<file path="src/shared/dsr_pkg.sv">
// Purpose: constants and carrier types for the status read-back responder
// Assumes: 8-bit parallel command port, one 100 MHz clock
// Notes: read-back reset values match the power-on state of the settings
package dsr_pkg;

  // clock rate, used for host timing figures
  localparam int CLK_MHZ = 100;

  // status-read command codes
  localparam logic [7:0] CMD_ACCESS = 8'h0B;
  localparam logic [7:0] CMD_PIXEL = 8'h0C;
  localparam logic [7:0] CMD_IMAGE = 8'h0D;
  localparam logic [7:0] CMD_SIGNAL = 8'h0E;

  // read-back reset values
  localparam logic [7:0] ACCESS_RST = 8'h00;
  localparam logic [7:0] PIXEL_RST = 8'h66;
  localparam logic [7:0] IMAGE_VAL = 8'h00;
  localparam logic [7:0] SIGNAL_RST = 8'h3C;

  // byte returned on the dummy read
  localparam logic [7:0] DUMMY_VAL = 8'h00;

  // field positions of the read-back bytes
  localparam int ACC_PAGE_BIT = 7;
  localparam int ACC_COL_BIT = 6;
  localparam int ACC_EXCH_BIT = 5;
  localparam int ACC_LINE_BIT = 4;
  localparam int ACC_RGB_BIT = 3;
  localparam int PIX_RIM_BIT = 7;
  localparam int SIG_TE_BIT = 7;
  localparam int SIG_MODE_BIT = 6;
  localparam int SIG_DE_BIT = 2;

  // the only defined pixel-format codes
  localparam logic [2:0] FMT_16BPP = 3'h5;
  localparam logic [2:0] FMT_18BPP = 3'h6;

  // pin synchroniser width, the pin count
  localparam int SYNC_WIDTH = 12;

  // which read-back a transaction returns
  typedef enum logic [1:0] {
    DSR_SEL_ACCESS = 2'h0,
    DSR_SEL_PIXEL = 2'h1,
    DSR_SEL_IMAGE = 2'h2,
    DSR_SEL_SIGNAL = 2'h3
  } dsr_sel_t;

  // transaction progress
  typedef enum logic [1:0] {
    DSR_IDLE = 2'h0,
    DSR_DUMMY = 2'h1,
    DSR_PARAM = 2'h2
  } dsr_state_t;

  // command port pins, all active low except data/command select and the data byte
  typedef struct packed {
    logic cs_n;
    logic dc;
    logic wr_n;
    logic rd_n;
    logic [7:0] data;
  } dsr_pins_t;

  // current settings reported by the read-backs
  typedef struct packed {
    logic [7:0] access;
    logic rim;
    logic [2:0] dpi;
    logic [2:0] dbi;
    logic tear_line_enable;
    logic tear_mode;
    logic [2:0] rgb_ctrl;
    logic data_enable_sync_select;
  } dsr_settings_t;

endpackage : dsr_pkg

</file>
<file path="src/hw/dsr_pin_sync.sv">
// Purpose: three-stage pin synchroniser with agreement filter
// Assumes: inputs are asynchronous to clk_i
// Notes: output moves only when the second and third stages agree
`timescale 1ns/10ps
module dsr_pin_sync
  import dsr_pkg::*;
#(
  parameter int WIDTH = SYNC_WIDTH,
  parameter logic [WIDTH-1:0] RST_VAL = '1
)
(
  // clock and reset
  input wire logic clk_i,
  input wire logic reset_n_i,
  // raw pins and filtered result
  input wire logic [WIDTH-1:0] pin_i,
  output logic [WIDTH-1:0] level_o
);

  logic [WIDTH-1:0] stage1; // metastable stage, read only by stage2
  logic [WIDTH-1:0] stage2; // first settled stage
  logic [WIDTH-1:0] stage3; // comparison stage

  ////////////////////////////////////////////////////////////////////
  // one filter per pin
  genvar g;
  generate
    for (g = 0; g < WIDTH; g++)
    begin : g_bit
      always_ff @(posedge clk_i)
      begin
        if (!reset_n_i)
        begin
          stage1[g] <= RST_VAL[g];
          stage2[g] <= RST_VAL[g];
          stage3[g] <= RST_VAL[g];
          level_o[g] <= RST_VAL[g];
        end
        else
        begin
          stage1[g] <= pin_i[g];
          stage2[g] <= stage1[g];
          stage3[g] <= stage2[g];
          // a glitch seen by only one stage never passes
          if (stage2[g] == stage3[g])
          begin
            level_o[g] <= stage3[g];
          end
        end
      end
    end
  endgenerate

endmodule : dsr_pin_sync

</file>
<file path="src/hw/dsr_readback.sv">
// Purpose: answers the four status-read commands on the command port
// Assumes: settings come from same-clock logic; pins are asynchronous
// Notes: host holds each strobe level for at least eight clocks
// Notes on behaviour
// - bit 6 mirrors column address order
// - bit 5 mirrors row/column exchange
// - bit 4 mirrors line refresh order
// - bit 3 mirrors colour component order
// - dummy read precedes the one parameter
// - pixel byte is rim, rgb and host formats
// - image-mode byte is always zero
// - signal byte packs tearing, rgb control, de
// - bit 7 set while tearing output on
// - bit 6 is tearing output mode
// - bit 7 mirrors page address order
// - only 16 and 18 bit codes defined
`timescale 1ns/10ps
module dsr_readback
  import dsr_pkg::*;
(
  // clock and reset
  input wire logic clk_i,
  input wire logic reset_n_i,
  // command port pins
  input wire dsr_pins_t pins_i,
  output logic [7:0] data_o,
  output logic data_oe_n_o,
  // current settings from the write-command logic
  input wire dsr_settings_t settings_i,
  // pixel-format codes both defined
  output logic format_defined_o
);

  ////////////////////////////////////////////////////////////////////
  // declarations
  dsr_pins_t pin_lvl; // filtered pin levels
  dsr_pins_t pin_prev; // previous filtered levels
  dsr_settings_t shadow; // settings as read back
  dsr_state_t state; // transaction progress
  dsr_sel_t sel; // selected read-back
  logic wr_rise; // end of a host write cycle
  logic rd_fall; // start of a host read cycle
  logic rd_rise; // end of a host read cycle
  logic selected; // chip select asserted
  logic [7:0] param_byte; // byte for the current selection

  // true when a command code is one of the four status reads
  function automatic logic is_status_cmd(input logic [7:0] code);
    is_status_cmd = (code >= CMD_ACCESS) && (code <= CMD_SIGNAL);
  endfunction : is_status_cmd

  // pixel-format code has a defined meaning
  function automatic logic fmt_ok(input logic [2:0] code);
    fmt_ok = (code == FMT_16BPP) || (code == FMT_18BPP);
  endfunction : fmt_ok

  ////////////////////////////////////////////////////////////////////
  // pin synchroniser
  dsr_pin_sync #(
    .WIDTH(SYNC_WIDTH),
    .RST_VAL({4'hB, 8'h00}) // idle pins: deselected, command, strobes high
  ) u_sync (
    .clk_i(clk_i),
    .reset_n_i(reset_n_i),
    .pin_i(pins_i),
    .level_o(pin_lvl)
  );

  // previous levels for edge detection
  always_ff @(posedge clk_i)
  begin
    if (!reset_n_i)
    begin
      pin_prev <= {4'hB, 8'h00}; // same idle levels, so no false edge after reset
    end
    else
    begin
      pin_prev <= pin_lvl;
    end
  end

  assign selected = !pin_lvl.cs_n;
  assign wr_rise = selected && pin_lvl.wr_n && !pin_prev.wr_n;
  assign rd_fall = selected && !pin_lvl.rd_n && pin_prev.rd_n;
  assign rd_rise = pin_lvl.rd_n && !pin_prev.rd_n;

  ////////////////////////////////////////////////////////////////////
  // shadow of the settings, reset to the power-on values
  always_ff @(posedge clk_i)
  begin
    if (!reset_n_i)
    begin
      shadow <= {ACCESS_RST, PIXEL_RST[7:4], PIXEL_RST[2:0],
                 SIGNAL_RST[7:2]};
    end
    else
    begin
      shadow <= settings_i;
    end
  end

  ////////////////////////////////////////////////////////////////////
  // parameter byte assembly
  always_comb
  begin
    param_byte = 8'h00;
    case (sel)
      DSR_SEL_ACCESS:
      begin
        // page, column, exchange, line, colour order; rest zero
        param_byte = {shadow.access[7:3], 3'h0};
      end
      DSR_SEL_PIXEL:
      begin
        param_byte = {shadow.rim, shadow.dpi, 1'h0, shadow.dbi};
      end
      DSR_SEL_IMAGE:
      begin
        param_byte = IMAGE_VAL;
      end
      DSR_SEL_SIGNAL:
      begin
        // tearing on, tearing mode, rgb control, de select
        param_byte = {shadow.tear_line_enable, shadow.tear_mode,
                      shadow.rgb_ctrl, shadow.data_enable_sync_select,
                      2'h0};
      end
      default:
      begin
        param_byte = 8'h00;
      end
    endcase
  end

  ////////////////////////////////////////////////////////////////////
  // transaction sequencer: command, dummy read, parameter read
  always_ff @(posedge clk_i)
  begin
    if (!reset_n_i)
    begin
      state <= DSR_IDLE;
      sel <= DSR_SEL_ACCESS;
    end
    else if (wr_rise)
    begin
      // any write restarts; data writes abandon a pending read
      if (!pin_lvl.dc && is_status_cmd(pin_lvl.data))
      begin
        state <= DSR_DUMMY;
        sel <= dsr_sel_t'(pin_lvl.data[1:0] - 2'h3);
      end
      else
      begin
        state <= DSR_IDLE;
      end
    end
    else if (rd_rise && !pin_prev.cs_n)
    begin
      case (state)
        DSR_DUMMY:
        begin
          state <= DSR_PARAM;
        end
        DSR_PARAM:
        begin
          // one parameter only; further reads get nothing
          state <= DSR_IDLE;
        end
        default:
        begin
          state <= DSR_IDLE;
        end
      endcase
    end
  end

  ////////////////////////////////////////////////////////////////////
  // data bus drive, only inside a read cycle of a status read
  always_ff @(posedge clk_i)
  begin
    if (!reset_n_i)
    begin
      data_o <= 8'h00;
      data_oe_n_o <= 1'h1;
    end
    else if (rd_fall && (state == DSR_DUMMY))
    begin
      data_o <= DUMMY_VAL;
      data_oe_n_o <= 1'h0;
    end
    else if (rd_fall && (state == DSR_PARAM))
    begin
      data_o <= param_byte;
      data_oe_n_o <= 1'h0;
    end
    else if (rd_rise || !selected)
    begin
      // release promptly so the host can turn the bus round
      data_oe_n_o <= 1'h1;
    end
  end

  ////////////////////////////////////////////////////////////////////
  // format code check, a flag for the surrounding logic
  always_ff @(posedge clk_i)
  begin
    if (!reset_n_i)
    begin
      format_defined_o <= 1'h1;
    end
    else
    begin
      format_defined_o <= fmt_ok(shadow.dpi) && fmt_ok(shadow.dbi);
    end
  end
endmodule : dsr_readback

</file>
<file path="config.mk">
export PLATFORM = sky130hd
export DESIGN_NAME = dsr_readback
export DESIGN_NICKNAME = d
export VERILOG_FILES = /design/src/shared/dsr_pkg.sv /design/src/hw/dsr_pin_sync.sv /design/src/hw/dsr_readback.sv
export SDC_FILE = /design/constraint.sdc
export NUM_CORES = 1
export LEC_CHECK = 0
export ABC_AREA = 0
export BUFFER_PORTS_ARGS = -buffer_cell sky130_fd_sc_hd__buf_2
export CORE_MARGIN = 1
export CORE_UTILIZATION = 35
export DETAILED_ROUTE_END_ITERATION = 8
export SYNTH_ARGS = -nofsm -noshare
export SYNTH_HDL_FRONTEND = slang
export SYNTH_SLANG_ARGS = --single-unit
</file>
<file path="constraint.sdc">
create_clock -name clk_i -period 1.46 [get_ports clk_i]
set_input_delay 0.146 -clock clk_i [delete_from_list [all_inputs] [get_ports clk_i]]
set_output_delay 0.146 -clock clk_i [all_outputs]
set_load 0.01 [all_outputs]
</file>
==> results.py, run 1 <==
metrics = {
    "synthesis": {
        "synth_commonest_cells": "dfxtp_1, and2_1, nand2_1, nand2b_1",
        "netlist_area_sq_um": 2690,
        "ys.flop_type": "dfxtp_1",
        "yosysUniqueCellTypes": 33,
        "synth_top_cell_by_area": "dfxtp_1",
        "synth_edf_count": 0,
        "synthDominantCellAreaShare": 0.617,
        "async_flop_share": 0,
        "yosysSeqAreaShare": 0.617,
        "synth_area_per_cell_sq_um": 10.5,
        "yosys_register_bits": 83,
        "syn-num-nets": 293,
        "synthCells": 256,
        "yosys_warnings": 0,
        "synth_top_cells_by_area": "dfxtp_1, and2_1, nand2b_1, nand2_1, a21boi_0",
        "yosysMostFrequentCell": "dfxtp_1",
    },
    "route": {
        "dr_total_vias": 1916,
        "wl_per_cell_microns": 10.7,
        "drtPass1Iterations": 4,
        "finalWirelength_microns": 4810,
        "via_per_inst": 4.29,
        "drtIter0Drc": 61,
        "drtAntennaViolNets": 0,
        "drc": 0,
    },
    "run_status": {
        "violations": "setup timing",
        "outcome": "complete, but fails checks",
    },
    "cts": {
        "tritoncts": "yes",
        "clk_pin_slew_ns": 0.08,
        "cts_sinks": 83,
        "clock_latency_ns": 0.36,
        "clockRootBuffer": "clkbuf_8",
        "clockBufferDepth": 2,
        "h-tree-depth": 3,
        "cts_buffers": 9,
    },
    "die": {
        "dieArea_sq_um": 8050,
        "fp.coreArea_sq_um": 7330,
        "die_w_microns": 89.7,
        "ios": 45,
        "rows": 31,
        "fp.dieH_microns": 89.7,
        "start_util": 0.367,
    },
    "grt": {
        "grt_usage": 0.135,
        "antenna_found_initial": 0,
        "grt_pass1_wl_microns": 8540,
        "grt_max_degree": 38,
        "grt-ovfl-total": 0,
        "grt_pass1_vias": 1896,
    },
    "hold_path": {
        "hold_path_class": "in2reg",
    },
    "final_layout": {
        "seq_area_sq_um": 1670,
        "post-route-util": 0.508,
        "antenna_cells": 0,
        "instances_no_fill": 447,
        "n_fill_cell": 663,
        "fin_nets": 380,
        "synthToLayoutAreaGrowth_pct": 38.3,
        "multi_input_area_sq_um": 1050,
        "drive_above_1_share": 0.270,
    },
    "critical_path": {
        "endpoint_kind": "flip-flop",
        "slowest_stage": "or4b_4",
        "crit_arrival_ns": 1.73,
        "max_stage_delay_ns": 0.55,
        "crit_type": "reg2reg",
        "cp.required_ns": 1.69,
        "crit_family": "simple AND/OR/NAND/NOR gates",
        "path_buf_inv": 0,
        "path_max_fanout": 3,
        "path_cells": "or4b_4 > nor4_4 > o2111ai_2 > mux2i_1",
        "cp-start-kind": "flip-flop",
    },
    "sta": {
        "slew_headroom": 0.820,
        "setup_viol": 7,
        "fin_crit_ns": 1.50,
        "fin_crit_sh": 1.03,
        "skew_ns": 0.0104,
        "hold-worst-slack_ns": 0.0241,
        "rsz0062_at_grt": "true",
        "tightest_slew_ns": 0.269,
        "max_freq_mhz": 666,
        "final-max-slew-violation-count": 0,
        "hold_viol_final": 0,
        "timing.final.ws_setup_ns": -0.0408,
    },
    "placed_design": {
        "globalplace.congestion": 0.751,
        "place.port_buffers": 41,
        "dpl.cell_count": 402,
        "pre_cts_ws_ns": -0.163,
        "dp.final_hpwl_microns": 3090,
    },
    "power": {
        "power_frac_clock": 0.410,
        "powerDensity_nw_per_um2": 1170,
        "p_comb_frac": 0.049,
        "switching_share": 0.210,
        "peakVddDrop_uv": 809,
        "p_int_mw": 3.44,
        "p_switching_mw": 0.917,
        "p_leak_nw": 1.50,
        "seq_power_share": 0.541,
    },
    "flow_run": {
        "max_cap_violations": 0,
    },
}
## power by group through the flow
stage,clock [mW],sequential [mW],combinational [mW]
floorplan,0,2.41,0.0839
global placement,0,2.41,0.152
detailed placement,0,2.41,0.155
CTS,1.84,2.36,0.215
global route,1.95,2.37,0.238
finish,1.79,2.36,0.213
## sequential cells by signal, indices dropped and copies added (netlist names)
| register | cells |
|---|---|
| shadow | 18 |
| u_sync.level_o | 12 |
| u_sync.stage1 | 12 |
| u_sync.stage2 | 12 |
| u_sync.stage3 | 12 |
| data_o | 8 |
| pin_prev | 3 |
| sel | 2 |
| state | 2 |
| data_oe_n_o | 1 |
| format_defined_o | 1 |
## cell usage in the layout, fill, tap and decap left out, types with 2 or more instances in the layout
master	instances
and2_1	37
clkbuf_8	9
a21oi_1	7
nor3_1	5
buf_4	13
bufinv_16	2
xor2_1	2
dlygate4sd3_1	29
nand4b_1	2
a221oi_2	4
nand2b_1	21
mux2i_1	2
dfxtp_1	80
buf_12	2
buf_2	41
nand2_1	21
clkinvlp_4	3
buf_6	2
nor2_1	13
a21boi_0	9
mux2_2	6
ha_1	2
dfxtp_2	3
inv_1	2
nand3_1	3
o21ai_0	13
## worst paths after layout
kind	from	endpoint	slack [ns]	depth (start not counted)
worst max-delay path	u_sync.level_o[6]$_SDFFE_PN0N_	sel[0]$_SDFFE_PN0P_	-0.04	4
worst min-delay path	settings_i[6]	shadow[6]$_SDFF_PN0_	0.02	2
worst max register to register	u_sync.level_o[6]$_SDFFE_PN0N_	sel[0]$_SDFFE_PN0P_	-0.04	4
worst min register to register	u_sync.stage1[8]$_SDFF_PN1_	u_sync.stage2[8]$_SDFF_PN1_	0.41	1
## repair_timing
action                                 in CTS  in global routing
endpoints found under the hold margin      29                  0
hold buffers                               29                  0
buffers inserted                            0                  0
setup endpoints to repair                  11                 11
pin swaps                                   6                  3
resized for setup                           8                  3
cloned                                      0                  0
## metrics by stage
step           TNS (ns)  area (sq um)  power (mW)
2_1_floorplan    -0.362          2730        2.49
3_3_place_gp     -0.748          3160        2.56
3_5_place_dp      -1.22          3160        2.57
4_1_cts          -0.111          3710        4.42
5_1_grt          -0.737          3720        4.56
6_report         -0.141          3720        4.36
## logic make-up after synthesis
group,synth area share
compound gates,0.0887
flops,0.617
fa+ha+maj,0.00929
simple gates,0.224
xor+xnor,0.00976
mux,0.0325
buf+inv,0.0186
## layer usage
layer,share of wire,up-vias,global-route usage
li1,-,1020,-
met3,0.050,5,0.0575
met1,0.46,849,0.155
met5,0,-,0
met2,0.47,42,0.221
met4,0.018,0,0.0533
## final cells by class
type / instances / share of cell area
flip-flops and latches: 83 / 0.447
multi-input cells: 160 / 0.281
repair buffers: 87 / 0.176
clock buffers: 9 / 0.0333
well taps: 99 / 0.0333
clock inverters: 7 / 0.0269
inverters: 2 / 0.00202
No activity file was read; power rests on OpenSTA's default activity.
==> run 2: changes to the inputs <==
Settings changed: HOLD_SLACK_MARGIN set to 0.12.
==> run 2 against run 1 <==
Net effect:
- the flow still finishes with violations (setup timing)
- register-to-register slack is essentially flat
- setup slack is essentially flat
- final cell count grew 0.45%
- flip-flop and latch count is the same
- total power is essentially flat
- clock skew is essentially flat
- sequential power is essentially flat
- count of clock-buffer cells in the layout is the same
- critical path depth is the same
- non-clock buffer count grew 2
- utilization grew 0.27 points
- hold slack gained 0.39 ns
- largest cell class unchanged
==> results.py, run 2 (synthesis gave the netlist of run 1 again) <==
metrics = {
    "final_layout": {
        "largest_reg_flops": 18,
        "synthToLayoutAreaGrowth_pct": 39.0,
        "final_area_sq_um": 3740,
        "layout_commonest_cell": "dfxtp_1",
        "instances_no_fill": 449,
        "final_cell_mix": "dfxtp_1, buf_2, and2_1",
        "antenna_cells": 0,
        "fin_nets": 382,
        "largest-register": "shadow",
        "post-route-util": 0.511,
        "drive_above_1_share": 0.269,
    },
    "critical_path": {
        "path_buf_inv": 0,
        "reg2reg_to": "sel[0]$_SDFFE_PN0P_",
        "ff2ff_path_depth": 4,
        "cp-start-kind": "flip-flop",
        "path_max_fanout": 3,
        "reg2reg_from": "u_sync.level_o[6]$_SDFFE_PN0N_",
        "cp.required_ns": 1.69,
        "crit_family": "simple AND/OR/NAND/NOR gates",
        "endpoint_kind": "flip-flop",
        "slowest_stage": "or4b_4",
        "path_cells": "or4b_4 > nor4_4 > o2111ai_2 > mux2i_1",
        "crit_arrival_ns": 1.73,
        "max_stage_delay_ns": 0.55,
        "rrSetupSlack_ns": -0.04,
        "crit_type": "reg2reg",
    },
    "placed_design": {
        "place_area_sq_um": 3160,
        "globalplace.congestion": 0.751,
        "dp.final_hpwl_microns": 3090,
        "place.port_buffers": 41,
        "dpl.cell_count": 402,
    },
    "grt": {
        "grt_pass1_vias": 1904,
        "grt_max_degree": 38,
        "grt-ovfl-total": 0,
        "grt_pass1_wl_microns": 8550,
        "grt_usage": 0.135,
        "antenna_found_initial": 0,
    },
    "sta": {
        "setup_viol": 7,
        "final-max-slew-violation-count": 0,
        "max_freq_mhz": 666,
        "timing.final.ws_setup_ns": -0.0412,
        "fin_crit_ns": 1.50,
        "hold-worst-slack_ns": 0.412,
        "tightest_slew_ns": 0.272,
        "slew_headroom": 0.818,
        "rsz0062_at_grt": "true",
        "hold_viol_final": 0,
        "skew_ns": 0.0105,
        "fin_crit_sh": 1.03,
    },
    "route": {
        "drtPass1Iterations": 4,
        "drtAntennaViolNets": 0,
        "wl_per_cell_microns": 10.7,
        "dr_total_vias": 1931,
        "via_per_inst": 4.30,
        "finalWirelength_microns": 4800,
        "drtIter0Drc": 54,
        "drc": 0,
    },
    "run_status": {
        "outcome": "complete, but fails checks",
        "violations": "setup timing",
    },
    "die": {
        "ios": 45,
        "dieArea_sq_um": 8050,
        "rows": 31,
        "start_util": 0.367,
        "fp.coreArea_sq_um": 7330,
        "fp.dieH_microns": 89.7,
        "die_w_microns": 89.7,
    },
    "hold_path": {
        "hp-start": "u_sync.stage1[8]$_SDFF_PN1_",
        "hold_path_depth": 1,
        "hold_path_class": "reg2reg",
        "min_to": "u_sync.stage2[8]$_SDFF_PN1_",
    },
    "power": {
        "p_comb_frac": 0.050,
        "powerDensity_nw_per_um2": 1160,
        "p_leak_nw": 1.51,
        "seq_power_share": 0.541,
        "switching_share": 0.210,
        "p_int_mw": 3.45,
        "p_switching_mw": 0.917,
        "peakVddDrop_uv": 809,
        "power_frac_clock": 0.410,
    },
    "cts": {
        "clk_pin_slew_ns": 0.08,
        "clock_latency_ns": 0.36,
        "cts_buffers": 9,
        "clockBufferDepth": 2,
        "tritoncts": "yes",
        "h-tree-depth": 3,
        "cts_sinks": 83,
        "cts_setup_buffers": 0,
        "clockRootBuffer": "clkbuf_8",
    },
    "flow_run": {
        "max_cap_violations": 0,
    },
}
## run 2: worst reg2reg max path: stages (launching register included)
cell and delay [ns]:
dfxtp_2 0.33, or4b_4 0.55, nor4_4 0.16, o2111ai_2 0.19, mux2i_1 0.16
## run 2: power by group through the flow
| stage | Clock [mW] | Combinational (mW) | Sequential (mW) |
|---|---|---|---|
| final | 1.79 | 0.217 | 2.36 |
| after global routing | 1.95 | 0.243 | 2.37 |
| after CTS | 1.84 | 0.219 | 2.36 |
| after detailed placement | 0 | 0.155 | 2.41 |
| after global placement | 0 | 0.152 | 2.41 |
| after floorplan | 0 | 0.0839 | 2.41 |
## run 2: how the worst max path moves through the flow
stage / startpoint / endpoint / slack, ns / cells after the start
after floorplan: u_sync.level_o[8]$_SDFFE_PN1N_ / data_o[7]$_SDFFE_PP0P_ / -0.08 / 5
after global placement: u_sync.level_o[8]$_SDFFE_PN1N_ / data_o[7]$_SDFFE_PP0P_ / -0.13 / 4
after detailed placement: pin_prev[8]$_SDFF_PN1_ / data_o[7]$_SDFFE_PP0P_ / -0.16 / 4
after CTS: u_sync.level_o[6]$_SDFFE_PN0N_ / sel[0]$_SDFFE_PN0P_ / -0.05 / 4
after global routing: u_sync.level_o[6]$_SDFFE_PN0N_ / sel[0]$_SDFFE_PN0P_ / -0.14 / 4
final: u_sync.level_o[6]$_SDFFE_PN0N_ / sel[0]$_SDFFE_PN0P_ / -0.04 / 4
## run 2: stage by stage
step / TNS (ns) / power [mW] / setup slack [ns]
global route: -0.737 / 4.56 / -0.135
finish: -0.147 / 4.36 / -0.0412
global placement: -0.748 / 2.56 / -0.127
CTS: -0.111 / 4.42 / -0.0466
detailed placement: -1.22 / 2.57 / -0.163
floorplan: -0.362 / 2.49 / -0.0778
## run 2: repair_timing
item,4_1_cts,5_1_grt
hold buffers,31,0
resized for setup,8,3
gates cloned,0,0
pin swaps,6,3
endpoints found under the hold margin,36,0
endpoints found under the setup margin,11,11
## run 2: area by class of cell
type,instances,area (sq um)
clock buffer,9,124
multi-input combinational,160,1050
sequential,83,1670
timing repair buffer,89,676
fill,661,3590
tap,99,124
clock inverter,7,100
inverter,2,7.51
## run 2: per-layer routing
layer  global-route usage  vias to the layer above  routed length, microns
li1                     -                     1025                       -
met1                0.155                      857                    2190
met2                0.222                       44                    2280
met3               0.0575                        5                     245
met4               0.0533                        0                      85
met5                    0                        -                       0
